--- src/rtl/crc16_engine_config_pkg.sv ---
package crc16_engine_config_pkg;
    // ------------------------------------------------------------
    // register map
    // ------------------------------------------------------------
    localparam logic [7:0]  ADDR_CHECK_CONFIG = 8'hc1;
    localparam logic [7:0]  ADDR_RESULT_LOW   = 8'hc2;
    localparam logic [7:0]  ADDR_RESULT_HIGH  = 8'hc3;

    // ------------------------------------------------------------
    // configuration fields and reset values
    // ------------------------------------------------------------
    localparam int          CFG_CHECK_EN_BIT  = 0;
    localparam int          CFG_MODEM_BIT     = 1;
    localparam int          CFG_RANGE_LSB     = 4;
    localparam int          CFG_RANGE_MSB     = 7;
    localparam logic [7:0]  CFG_RESET         = 8'h00;
    localparam logic [15:0] RESULT_RESET      = 16'h0000;
    localparam logic [7:0]  RDATA_UNMAPPED    = 8'h00;

    // ------------------------------------------------------------
    // crc and span constants
    // ------------------------------------------------------------
    localparam logic [15:0] CRC_POLY_REFL     = 16'ha001;
    localparam int          BLOCK_SHIFT       = 12;
    localparam logic [16:0] FULL_SPAN         = 17'h10000;
    localparam logic [16:0] REF_BYTES         = 17'h00002;

    typedef enum logic [1:0] {
        CHK_IDLE = 2'b00,
        CHK_RUN  = 2'b01,
        CHK_CMP  = 2'b10
    } check_state_t;

    // fold one byte, lsb first, into a reflected crc-16
    function automatic logic [15:0] crc_fold_byte(input logic [15:0] crc_in, input logic [7:0] data);
        logic [15:0] c;
        c = crc_in ^ {8'h00, data};
        for (int i = 0; i < 8; i++) begin
            c = c[0] ? ((c >> 1) ^ CRC_POLY_REFL) : (c >> 1);
        end
        return c;
    endfunction : crc_fold_byte
endpackage : crc16_engine_config_pkg

--- src/rtl/crc16_engine_config.sv ---
`timescale 1ns/10ps
module crc16_engine_config (
    input  wire logic        i_clk,
    input  wire logic        i_reset_n,
    input  wire logic [7:0]  i_sfr_addr,
    input  wire logic        i_sfr_wr,
    input  wire logic [7:0]  i_sfr_wdata,
    input  wire logic        i_sfr_rd,
    output logic      [7:0]  o_sfr_rdata,
    input  wire logic        i_loader_cfg_wr,
    input  wire logic [7:0]  i_loader_cfg_data,
    input  wire logic        i_check_request,
    output logic             o_mem_rd_valid,
    input  wire logic        i_mem_rd_ready,
    output logic      [15:0] o_mem_rd_addr,
    input  wire logic        i_mem_data_valid,
    output logic             o_mem_data_ready,
    input  wire logic [7:0]  i_mem_data,
    output logic             o_check_busy,
    output logic             o_app_start,
    output logic             o_load_mode,
    output logic             o_modem_fallback
);
    // ------------------------------------------------------------
    // state
    // ------------------------------------------------------------
    logic [15:0]                             crc_reg;
    logic [7:0]                              cfg_reg;
    logic [7:0]                              rdata_reg;
    crc16_engine_config_pkg::check_state_t   state_reg;
    logic [16:0]                             req_cnt_reg;
    logic [16:0]                             rcv_cnt_reg;
    logic [16:0]                             span;
    logic [15:0]                             ref_reg;
    logic                                    start_reg;
    logic                                    load_reg;
    logic                                    modem_reg;
    logic [7:0]                              buf_data_reg [2];
    logic [1:0]                              buf_cnt_reg;
    logic                                    buf_rd_ptr_reg;
    logic                                    buf_wr_ptr_reg;
    logic                                    buf_push;
    logic                                    buf_pop;
    logic                                    buf_out_valid;
    logic                                    sw_write;
    logic                                    is_ref_byte;

    // ------------------------------------------------------------
    // check span
    // ------------------------------------------------------------
    // span in bytes; nibble zero taken as the full 64kB
    always_comb begin
        if (cfg_reg[crc16_engine_config_pkg::CFG_RANGE_MSB:crc16_engine_config_pkg::CFG_RANGE_LSB] == 4'h0) begin
            span = crc16_engine_config_pkg::FULL_SPAN;
        end else begin
            span = 17'({13'h0000, cfg_reg[crc16_engine_config_pkg::CFG_RANGE_MSB:
                       crc16_engine_config_pkg::CFG_RANGE_LSB]} << crc16_engine_config_pkg::BLOCK_SHIFT);
        end
    end

    // ------------------------------------------------------------
    // two-entry buffer on the memory data path
    // ------------------------------------------------------------
    assign sw_write         = i_sfr_wr && (i_sfr_addr == crc16_engine_config_pkg::ADDR_RESULT_LOW);
    assign o_mem_data_ready = (buf_cnt_reg != 2'd2);
    assign buf_push         = i_mem_data_valid && o_mem_data_ready;
    assign buf_out_valid    = (buf_cnt_reg != 2'd0);
    // software write owns the engine this cycle, drain stalls
    assign buf_pop          = buf_out_valid && !sw_write && (state_reg == crc16_engine_config_pkg::CHK_RUN);
    assign is_ref_byte      = (rcv_cnt_reg >= (span - crc16_engine_config_pkg::REF_BYTES));

    // buffer storage and pointers
    always_ff @(posedge i_clk) begin
        if (!i_reset_n) begin
            buf_cnt_reg    <= 2'd0;
            buf_rd_ptr_reg <= 1'b0;
            buf_wr_ptr_reg <= 1'b0;
        end else begin
            if (buf_push) begin
                buf_data_reg[buf_wr_ptr_reg] <= i_mem_data;
                buf_wr_ptr_reg               <= ~buf_wr_ptr_reg;
            end
            if (buf_pop) begin
                buf_rd_ptr_reg <= ~buf_rd_ptr_reg;
            end
            buf_cnt_reg <= 2'(buf_cnt_reg + {1'b0, buf_push} - {1'b0, buf_pop});
        end
    end

    // ------------------------------------------------------------
    // crc engine
    // ------------------------------------------------------------
    // software write folds byte; check drain folds range bytes except the two reference bytes at its end
    always_ff @(posedge i_clk) begin
        if (!i_reset_n) begin
            crc_reg <= crc16_engine_config_pkg::RESULT_RESET;
        end else if (sw_write) begin
            crc_reg <= crc16_engine_config_pkg::crc_fold_byte(crc_reg, i_sfr_wdata);
        end else if (state_reg == crc16_engine_config_pkg::CHK_IDLE && i_check_request
                     && cfg_reg[crc16_engine_config_pkg::CFG_CHECK_EN_BIT]) begin
            crc_reg <= crc16_engine_config_pkg::RESULT_RESET;
        end else if (buf_pop && !is_ref_byte) begin
            crc_reg <= crc16_engine_config_pkg::crc_fold_byte(crc_reg, buf_data_reg[buf_rd_ptr_reg]);
        end
    end

    // ------------------------------------------------------------
    // configuration register, loader-written only
    // ------------------------------------------------------------
    always_ff @(posedge i_clk) begin
        if (!i_reset_n) begin
            cfg_reg <= crc16_engine_config_pkg::CFG_RESET;
        end else if (i_loader_cfg_wr) begin
            cfg_reg <= i_loader_cfg_data;
        end
    end

    // ------------------------------------------------------------
    // register read port
    // ------------------------------------------------------------
    // data registered, valid the cycle after the read strobe
    always_ff @(posedge i_clk) begin
        if (!i_reset_n) begin
            rdata_reg <= crc16_engine_config_pkg::RDATA_UNMAPPED;
        end else if (i_sfr_rd) begin
            case (i_sfr_addr)
                crc16_engine_config_pkg::ADDR_CHECK_CONFIG: rdata_reg <= cfg_reg;
                crc16_engine_config_pkg::ADDR_RESULT_LOW:   rdata_reg <= crc_reg[7:0];
                crc16_engine_config_pkg::ADDR_RESULT_HIGH:  rdata_reg <= crc_reg[15:8];
                default:                                    rdata_reg <= crc16_engine_config_pkg::RDATA_UNMAPPED;
            endcase
        end
    end
    assign o_sfr_rdata = rdata_reg;

    // ------------------------------------------------------------
    // power-up / watchdog check sequencer
    // ------------------------------------------------------------
    // request addresses zero to span-1 in order
    assign o_mem_rd_valid = (state_reg == crc16_engine_config_pkg::CHK_RUN) && (req_cnt_reg < span);
    assign o_mem_rd_addr  = req_cnt_reg[15:0];
    assign o_check_busy   = (state_reg != crc16_engine_config_pkg::CHK_IDLE);

    // request, receive and compare
    always_ff @(posedge i_clk) begin
        if (!i_reset_n) begin
            state_reg   <= crc16_engine_config_pkg::CHK_IDLE;
            req_cnt_reg <= 17'h00000;
            rcv_cnt_reg <= 17'h00000;
            ref_reg     <= 16'h0000;
            start_reg   <= 1'b0;
            load_reg    <= 1'b0;
            modem_reg   <= 1'b0;
        end else begin
            start_reg <= 1'b0;
            case (state_reg)
                crc16_engine_config_pkg::CHK_IDLE: begin
                    if (i_check_request) begin
                        req_cnt_reg <= 17'h00000;
                        rcv_cnt_reg <= 17'h00000;
                        // a new request drops the previous outcome
                        load_reg    <= 1'b0;
                        modem_reg   <= 1'b0;
                        if (cfg_reg[crc16_engine_config_pkg::CFG_CHECK_EN_BIT]) begin
                            state_reg <= crc16_engine_config_pkg::CHK_RUN;
                        end else begin
                            start_reg <= 1'b1;
                        end
                    end
                end
                crc16_engine_config_pkg::CHK_RUN: begin
                    // count accepted requests
                    if (o_mem_rd_valid && i_mem_rd_ready) begin
                        req_cnt_reg <= 17'(req_cnt_reg + 17'h00001);
                    end
                    // count drained bytes
                    if (buf_pop) begin
                        rcv_cnt_reg <= 17'(rcv_cnt_reg + 17'h00001);
                        // low byte first, then high byte
                        if (is_ref_byte) begin
                            ref_reg <= {buf_data_reg[buf_rd_ptr_reg], ref_reg[15:8]};
                        end
                        if (rcv_cnt_reg == 17'(span - 17'h00001)) begin
                            state_reg <= crc16_engine_config_pkg::CHK_CMP;
                        end
                    end
                end
                crc16_engine_config_pkg::CHK_CMP: begin
                    state_reg <= crc16_engine_config_pkg::CHK_IDLE;
                    // folded bytes against stored reference
                    if (crc_reg != ref_reg) begin
                        load_reg  <= 1'b1;
                        modem_reg <= cfg_reg[crc16_engine_config_pkg::CFG_MODEM_BIT];
                    end else begin
                        start_reg <= 1'b1;
                    end
                end
                default: begin
                    state_reg <= crc16_engine_config_pkg::CHK_IDLE;
                end
            endcase
        end
    end

    // ------------------------------------------------------------
    // check outcome
    // ------------------------------------------------------------
    assign o_app_start      = start_reg;
    assign o_load_mode      = load_reg;
    assign o_modem_fallback = modem_reg;
endmodule : crc16_engine_config

--- config.mk ---
export PLATFORM = sky130hd
export DESIGN_NAME = crc16_engine_config
export DESIGN_NICKNAME = d
export VERILOG_FILES = /design/src/rtl/crc16_engine_config_pkg.sv /design/src/rtl/crc16_engine_config.sv
export SDC_FILE = /design/constraint.sdc
export NUM_CORES = 1
export LEC_CHECK = 0
export BUFFER_PORTS_ARGS = -buffer_cell sky130_fd_sc_hd__buf_2
export CAP_MARGIN = 5
export CORE_MARGIN = 5
export CORE_UTILIZATION = 55
export DETAILED_ROUTE_END_ITERATION = 12
export GPL_ROUTABILITY_DRIVEN = 0
export PLACE_DENSITY = 0.76
export SYNTH_ARGS = -nofsm -noshare
export SYNTH_HDL_FRONTEND = slang
export SYNTH_SLANG_ARGS = --single-unit
export TNS_END_PERCENT = 5
--- constraint.sdc ---
create_clock -name i_clk -period 3.8 [get_ports i_clk]
set_clock_uncertainty 0.1 [all_clocks]
set_input_delay 0.38 -clock i_clk [delete_from_list [all_inputs] [get_ports i_clk]]
set_output_delay 0.38 -clock i_clk [all_outputs]
set_load 0.1 [all_outputs]
Word level (Yosys, flattened, before mapping). Memory sizes are Yosys's and may differ from the RTL's. A register that Yosys moved wholly into a read port is not among the register bits. Index checks and enable logic that the tools add are counted.

Latch bits: 0. RAM bits: 16. Bits in registers: 91. ROM bits: 0. Memories: 1. Logic and storage cells: 124. Output and inout port bits: 30.

Bitwise gates (word level): 20. Equality and inequality tests: 14. Order comparisons: 2. Reductions and logical operators: 23. Multiplexer cells: 45. $add $sub $neg: 6. Multiply operators: 0. Shifts and indexed selects: 0. Divide/modulo/power cells: 0.

Memories: buf_data_reg (depth 2, width 8, rd ports 1, clocked after memory_dff 1, wr ports 1, RTL line crc16_engine_config.sv:38) `logic [7:0] buf_data_reg [2];`.

Operators by type and width (number): $mux W16 (19); $mux W17 (4); $pmux W17 S2 (2); $not A2 Y3 (16); $add A17 B1 Y17 const B (2); $xor A16 B8 Y16 (2); $eq A8 B8 Y1 const B (3); $pmux W8 S3 (1); $eq A17 B17 Y1 (1); $ge A17 B17 Y1 (1); $lt A17 B17 Y1 (1); $sub A17 B1 Y17 const B (1); $sub A17 B2 Y17 const B (1); $ne A16 B16 Y1 (1); $reduce_and A3 Y1 (4); $mux W1 (11); $ne A2 B2 Y1 const B (5); $logic_and A1 B1 Y1 (9); $mux W2 (4); $reduce_bool A2 Y1 (4); $pmux W1 S2 (3); $logic_not A4 Y1 (1); $ne A2 B1 Y1 const B (2); $pmux W2 S2 (1); other kinds (9) (11).

Logic depth before layout (Yosys ltp).
Depth after elaboration: 20. Depth in mapped cells: 15. Mapped depth without buffers: 14.

Worst setup path after synthesis. No wires, ideal clock.

Kind: register -> output. Start point: register cfg_reg[4]. End point: output port o_mem_rd_valid. Data required time: 3.320 ns. Buffers on the path: 0. Cell stages (with the launch flop): 9. Slack: -0.064 ns. Data arrival time: 3.384 ns. Path through: dfxtp_1 inv_1 ha_1 nor3b_1 o31a_1 o21a_1 o21ai_1 a21oi_1 nor3_1.

Cells in the longest elaborated chain, start to end: 4.

Ends and longest elaborated chain: start: declaration (RTL line crc16_engine_config.sv:28) `logic [7:0] cfg_reg;`; start signal: assignment (RTL line crc16_engine_config.sv:112) `cfg_reg <= crc16_engine_config_pkg::CFG_RESET;`; start signal: assignment (RTL line crc16_engine_config.sv:114) `cfg_reg <= i_loader_cfg_data;`; $logic_not A4 Y1 (RTL line crc16_engine_config.sv:53) `if (cfg_reg[crc16_engine_config_pkg::CFG_RANGE_MSB:crc16_engine_config_pkg::CFG_RANGE_LSB] == 4'h0) begin`; $mux W17 (*) (RTL line crc16_engine_config.sv:53); $lt A17 B17 Y1 (*) (RTL line crc16_engine_config.sv:140) `assign o_mem_rd_valid = (state_reg == crc16_engine_config_pkg::CHK_RUN) && (req_cnt_reg < span);`; $logic_and A1 B1 Y1 (*) (RTL line crc16_engine_config.sv:140); end: declaration (RTL line crc16_engine_config.sv:13) `output logic o_mem_rd_valid,`.

Every way passes the cells marked *; elsewhere a longest branch is shown, timed or not.

Worst setup path in the final report.
Start point: register cfg_reg[5]. End point: register crc_reg[0].

Cells in the longest elaborated chain, start to end: 7.

Ends and longest elaborated chain: $logic_not A4 Y1 (RTL line crc16_engine_config.sv:53); $mux W17 (*) (RTL line crc16_engine_config.sv:53); $sub A17 B2 Y17 (*) (RTL line crc16_engine_config.sv:70) `assign is_ref_byte = (rcv_cnt_reg >= (span - crc16_engine_config_pkg::REF_BYTES));`; $ge A17 B17 Y1 (*) (RTL line crc16_engine_config.sv:70); $logic_not A1 Y1 (*) (RTL line crc16_engine_config.sv:102) `end else if (buf_pop && !is_ref_byte) begin`; $logic_and A1 B1 Y1 (*) (RTL line crc16_engine_config.sv:102); $reduce_bool A3 Y1 (no source line) (*); end signal: assignment (RTL line crc16_engine_config.sv:98) `crc_reg <= crc16_engine_config_pkg::crc_fold_byte(crc_reg, i_sfr_wdata);`; end signal: assignment (RTL line crc16_engine_config.sv:101) `crc_reg <= crc16_engine_config_pkg::RESULT_RESET;`; end signal: assignment (RTL line crc16_engine_config.sv:103) `crc_reg <= crc16_engine_config_pkg::crc_fold_byte(crc_reg, buf_data_reg[buf_rd_ptr_reg]);`; end: declaration (RTL line crc16_engine_config.sv:27) `logic [15:0] crc_reg;`.

Marks and branches as above. A chain may end at the register's enable or synchronous reset.

==> impl_metrics.json <==
{
  "status": "finished clean",
  "synth_area_per_cell_sq_um": 8.99,
  "cts_sinks": 108,
  "cts_resized": 0,
  "area_delta_synth_final_pct": 9.49,
  "synth.top_cell.area_share": 0.327,
  "grt_max_degree": 60,
  "die_area_sq_mm": 0.0124,
  "max_freq_mhz": 292,
  "crit_fanout": 14,
  "drt_iter0_drc": 327,
  "critical-path-slowest-cell": "o21ai_0",
  "yosysTopAreaCell": "dfxtp_1",
  "synth_fp_nets": 681,
  "start_kind": "flop",
  "synth_edf_count": 16,
  "relSlewSlack": 0.261,
  "ys_ff_latch": 108,
  "netlist_area_sq_mm": 0.00563,
  "track_usage": 0.207,
  "crit_path_cell_trace": "inv_1 -> ha_1 -> nor3b_1 -> nor2_1 -> nor3_1 -> xnor2_1 -> ha_1 -> o21ai_0 -> a21oi_1 -> o21ai_0 -> a31o_2 -> nor2_1 -> a41oi_2 -> o311a_1",
  "antenna_found_initial": 0,
  "hold_buffers": 0,
  "antenna_left": 0,
  "core_sq_mm": 0.0101,
  "cp.required_ns": 4.03,
  "drc_errors": 0,
  "ctsHtreeMaxLevel": 3,
  "slowest_delay_ns": 0.52,
  "vdd_drop_max_v": 0.000244,
  "power_leakage_uw": 0.00231,
  "die_x_um": 111,
  "rsz0062_at_grt": "no",
  "fin_setup_tns_ns": 0,
  "tightest_slew_ns": 1.10,
  "synth.area.top_cells": "dfxtp_1 33%, xnor2_1 8.6%, edfxtp_1 8.5%",
  "grt_overflow": 0,
  "wl_per_cell_um": 15.6,
  "die_h_um": 111,
  "io_pins": 70,
  "syn_inst": 626,
  "period_share": 0.900,
  "synth_ff_type": "dfxtp_1",
  "grt_pass1_wl_mm": 21.3,
  "period_needed_ns": 3.42,
  "final_cell_mix": "97 x nor2_1, 92 x dfxtp_1, 69 x buf_2, 55 x xnor2_1, 37 x nand2_1",
  "drt_first_pass_iters": 5,
  "ys.warnings.count": 0,
  "async_reset_ff_frac": 0,
  "min_path_type": "input port to flop",
  "num_vias": 4562,
  "via_per_inst": 5.67,
  "synth_cell_type_count": 58,
  "fillers": 867,
  "grt_pass1_vias": 4364,
  "setup_viol": 0,
  "hold_viol": 0,
  "cts_tree": "built",
  "portBuffers": 69,
  "root_buffer": "clkbuf_8",
  "nets": 719,
  "cts_buffers": 9,
  "worst_ep_arrival_time_ns": 3.65,
  "wl_mm": 12.6,
  "clock_path_buffers": 2,
  "start_util": 0.555,
  "dp.cells": 789,
  "clk_pin_slew_worst_paths_ns": 0.11,
  "antenna_cells": 0,
  "max_cap_violations": 0,
  "stdcell_count": 805,
  "num_rows": 37,
  "powerDensity_mw_per_mm2": 392,
  "dp_hpwl_mm": 9.44,
  "worstSetupPathType": "flop to flop",
  "r2r_slack_ns": 0.38,
  "drv_slew": 0,
  "ys_seq_area_frac": 0.412,
  "clock_latency_ns": 0.38,
  "post-cts-setup-buffer-count": 0,
  "final_common_cell": "nor2_1",
  "drive_gt1_frac": 0.161,
  "worst_setup_path_end_kind": "flop"
}
cell families (layout without fill, tap and decap cells):
group / count (synthesis) / count (layout) / share of synthesized area
fa+ha+maj: 15 / 15 / 0.0333
simple gates: 217 / 217 / 0.177
xor+xnor: 81 / 81 / 0.137
other cells: 1 / 1 / 0.000666
flops: 108 / 108 / 0.412
mux: 30 / 30 / 0.0576
buf+inv: 69 / 112 / 0.0593
compound gates: 105 / 105 / 0.123
layout make-up:
cell class,count,area (sq um),share of cell area
clock buffer,9,124,0.0201
clock inverter,7,91.3,0.0148
inverter,22,82.6,0.0134
multi-input combinational,449,2990,0.485
sequential,108,2320,0.377
tap,136,170,0.0276
timing repair buffer,74,383,0.0621
path summary, 6_finish.rpt:
| path | depth (start not counted) | from | endpoint |
|---|---|---|---|
| worst min-delay path | 1 | i_mem_data[1] | buf_data_reg[0][1] |
| worst max register to register | 14 | cfg_reg[5] | crc_reg[0] |
| worst max-delay path | 14 | cfg_reg[5] | crc_reg[0] |
| worst min register to register | 2 | o_load_mode | o_load_mode |
metal layers:
metal | vias to the layer above | part of all wire | routed length [um] | track usage
met3 | 13 | 0.069 | 864 | 0.0409
met5 | - | 0 | 0 | 0
li1 | 2240 | - | - | -
met4 | 0 | 0.015 | 192 | 0.0738
met1 | 2130 | 0.46 | 5810 | 0.279
met2 | 179 | 0.45 | 5700 | 0.331
worst max-delay path, delay by kind of cell (launching register included):
kind	cells	cell delay (ns)
DFF	1	0.35
xor gates and xnor gates	1	0.16
AOI/OAI and AO/OA	6	1.45
adders and majority gates	2	0.46
buffers and inverters	1	0.10
and+or+nand+nor	4	0.75
per-stage QoR:
step / hold slack (ns) / worst slack [ns] / instance area, sq um / util / total power, uW
floorplan: 0.357 / 0.766 / 5640 / - / 1590
global placement: 0.338 / 0.562 / 5940 / 0.586 / 1680
detailed placement: 0.348 / 0.450 / 5940 / 0.586 / 1690
CTS: 0.0671 / 0.398 / 6160 / 0.607 / 2420
global route: 0.0505 / 0.0680 / 6160 / 0.608 / 2530
finish: 0.0816 / 0.380 / 6160 / 0.608 / 2420
cell usage after synthesis, types with 2 or more instances:
master	number
a31oi_1	4
o21a_1	3
xnor2_1	55
o22ai_1	7
xnor3_1	3
o211ai_1	3
edfxtp_1	16
o21ai_0	14
and3_1	3
a21oi_1	32
and4_1	3
a211oi_1	17
nor2_1	97
ha_1	15
and2_1	6
or2_1	2
buf_1	2
buf_4	16
xor2_1	20
nor3b_1	2
nand2b_1	2
mux2i_1	22
mux2_2	6
or3_1	8
a221oi_1	5
nand2_1	37
nand4_1	13
dfxtp_1	92
xnor2_2	3
clkbuf_1	22
nor3_1	13
nor4_1	3
inv_1	20
a22oi_1	8
buf_2	6
nand3_1	21
or4_1	4
power by group:
group	switching (uW)	internal (uW)	total, uW
Sequential	38.9	1200	1230
Combinational	255	184	440
Clock	422	323	745
No activity file was read; power rests on OpenSTA's default activity.
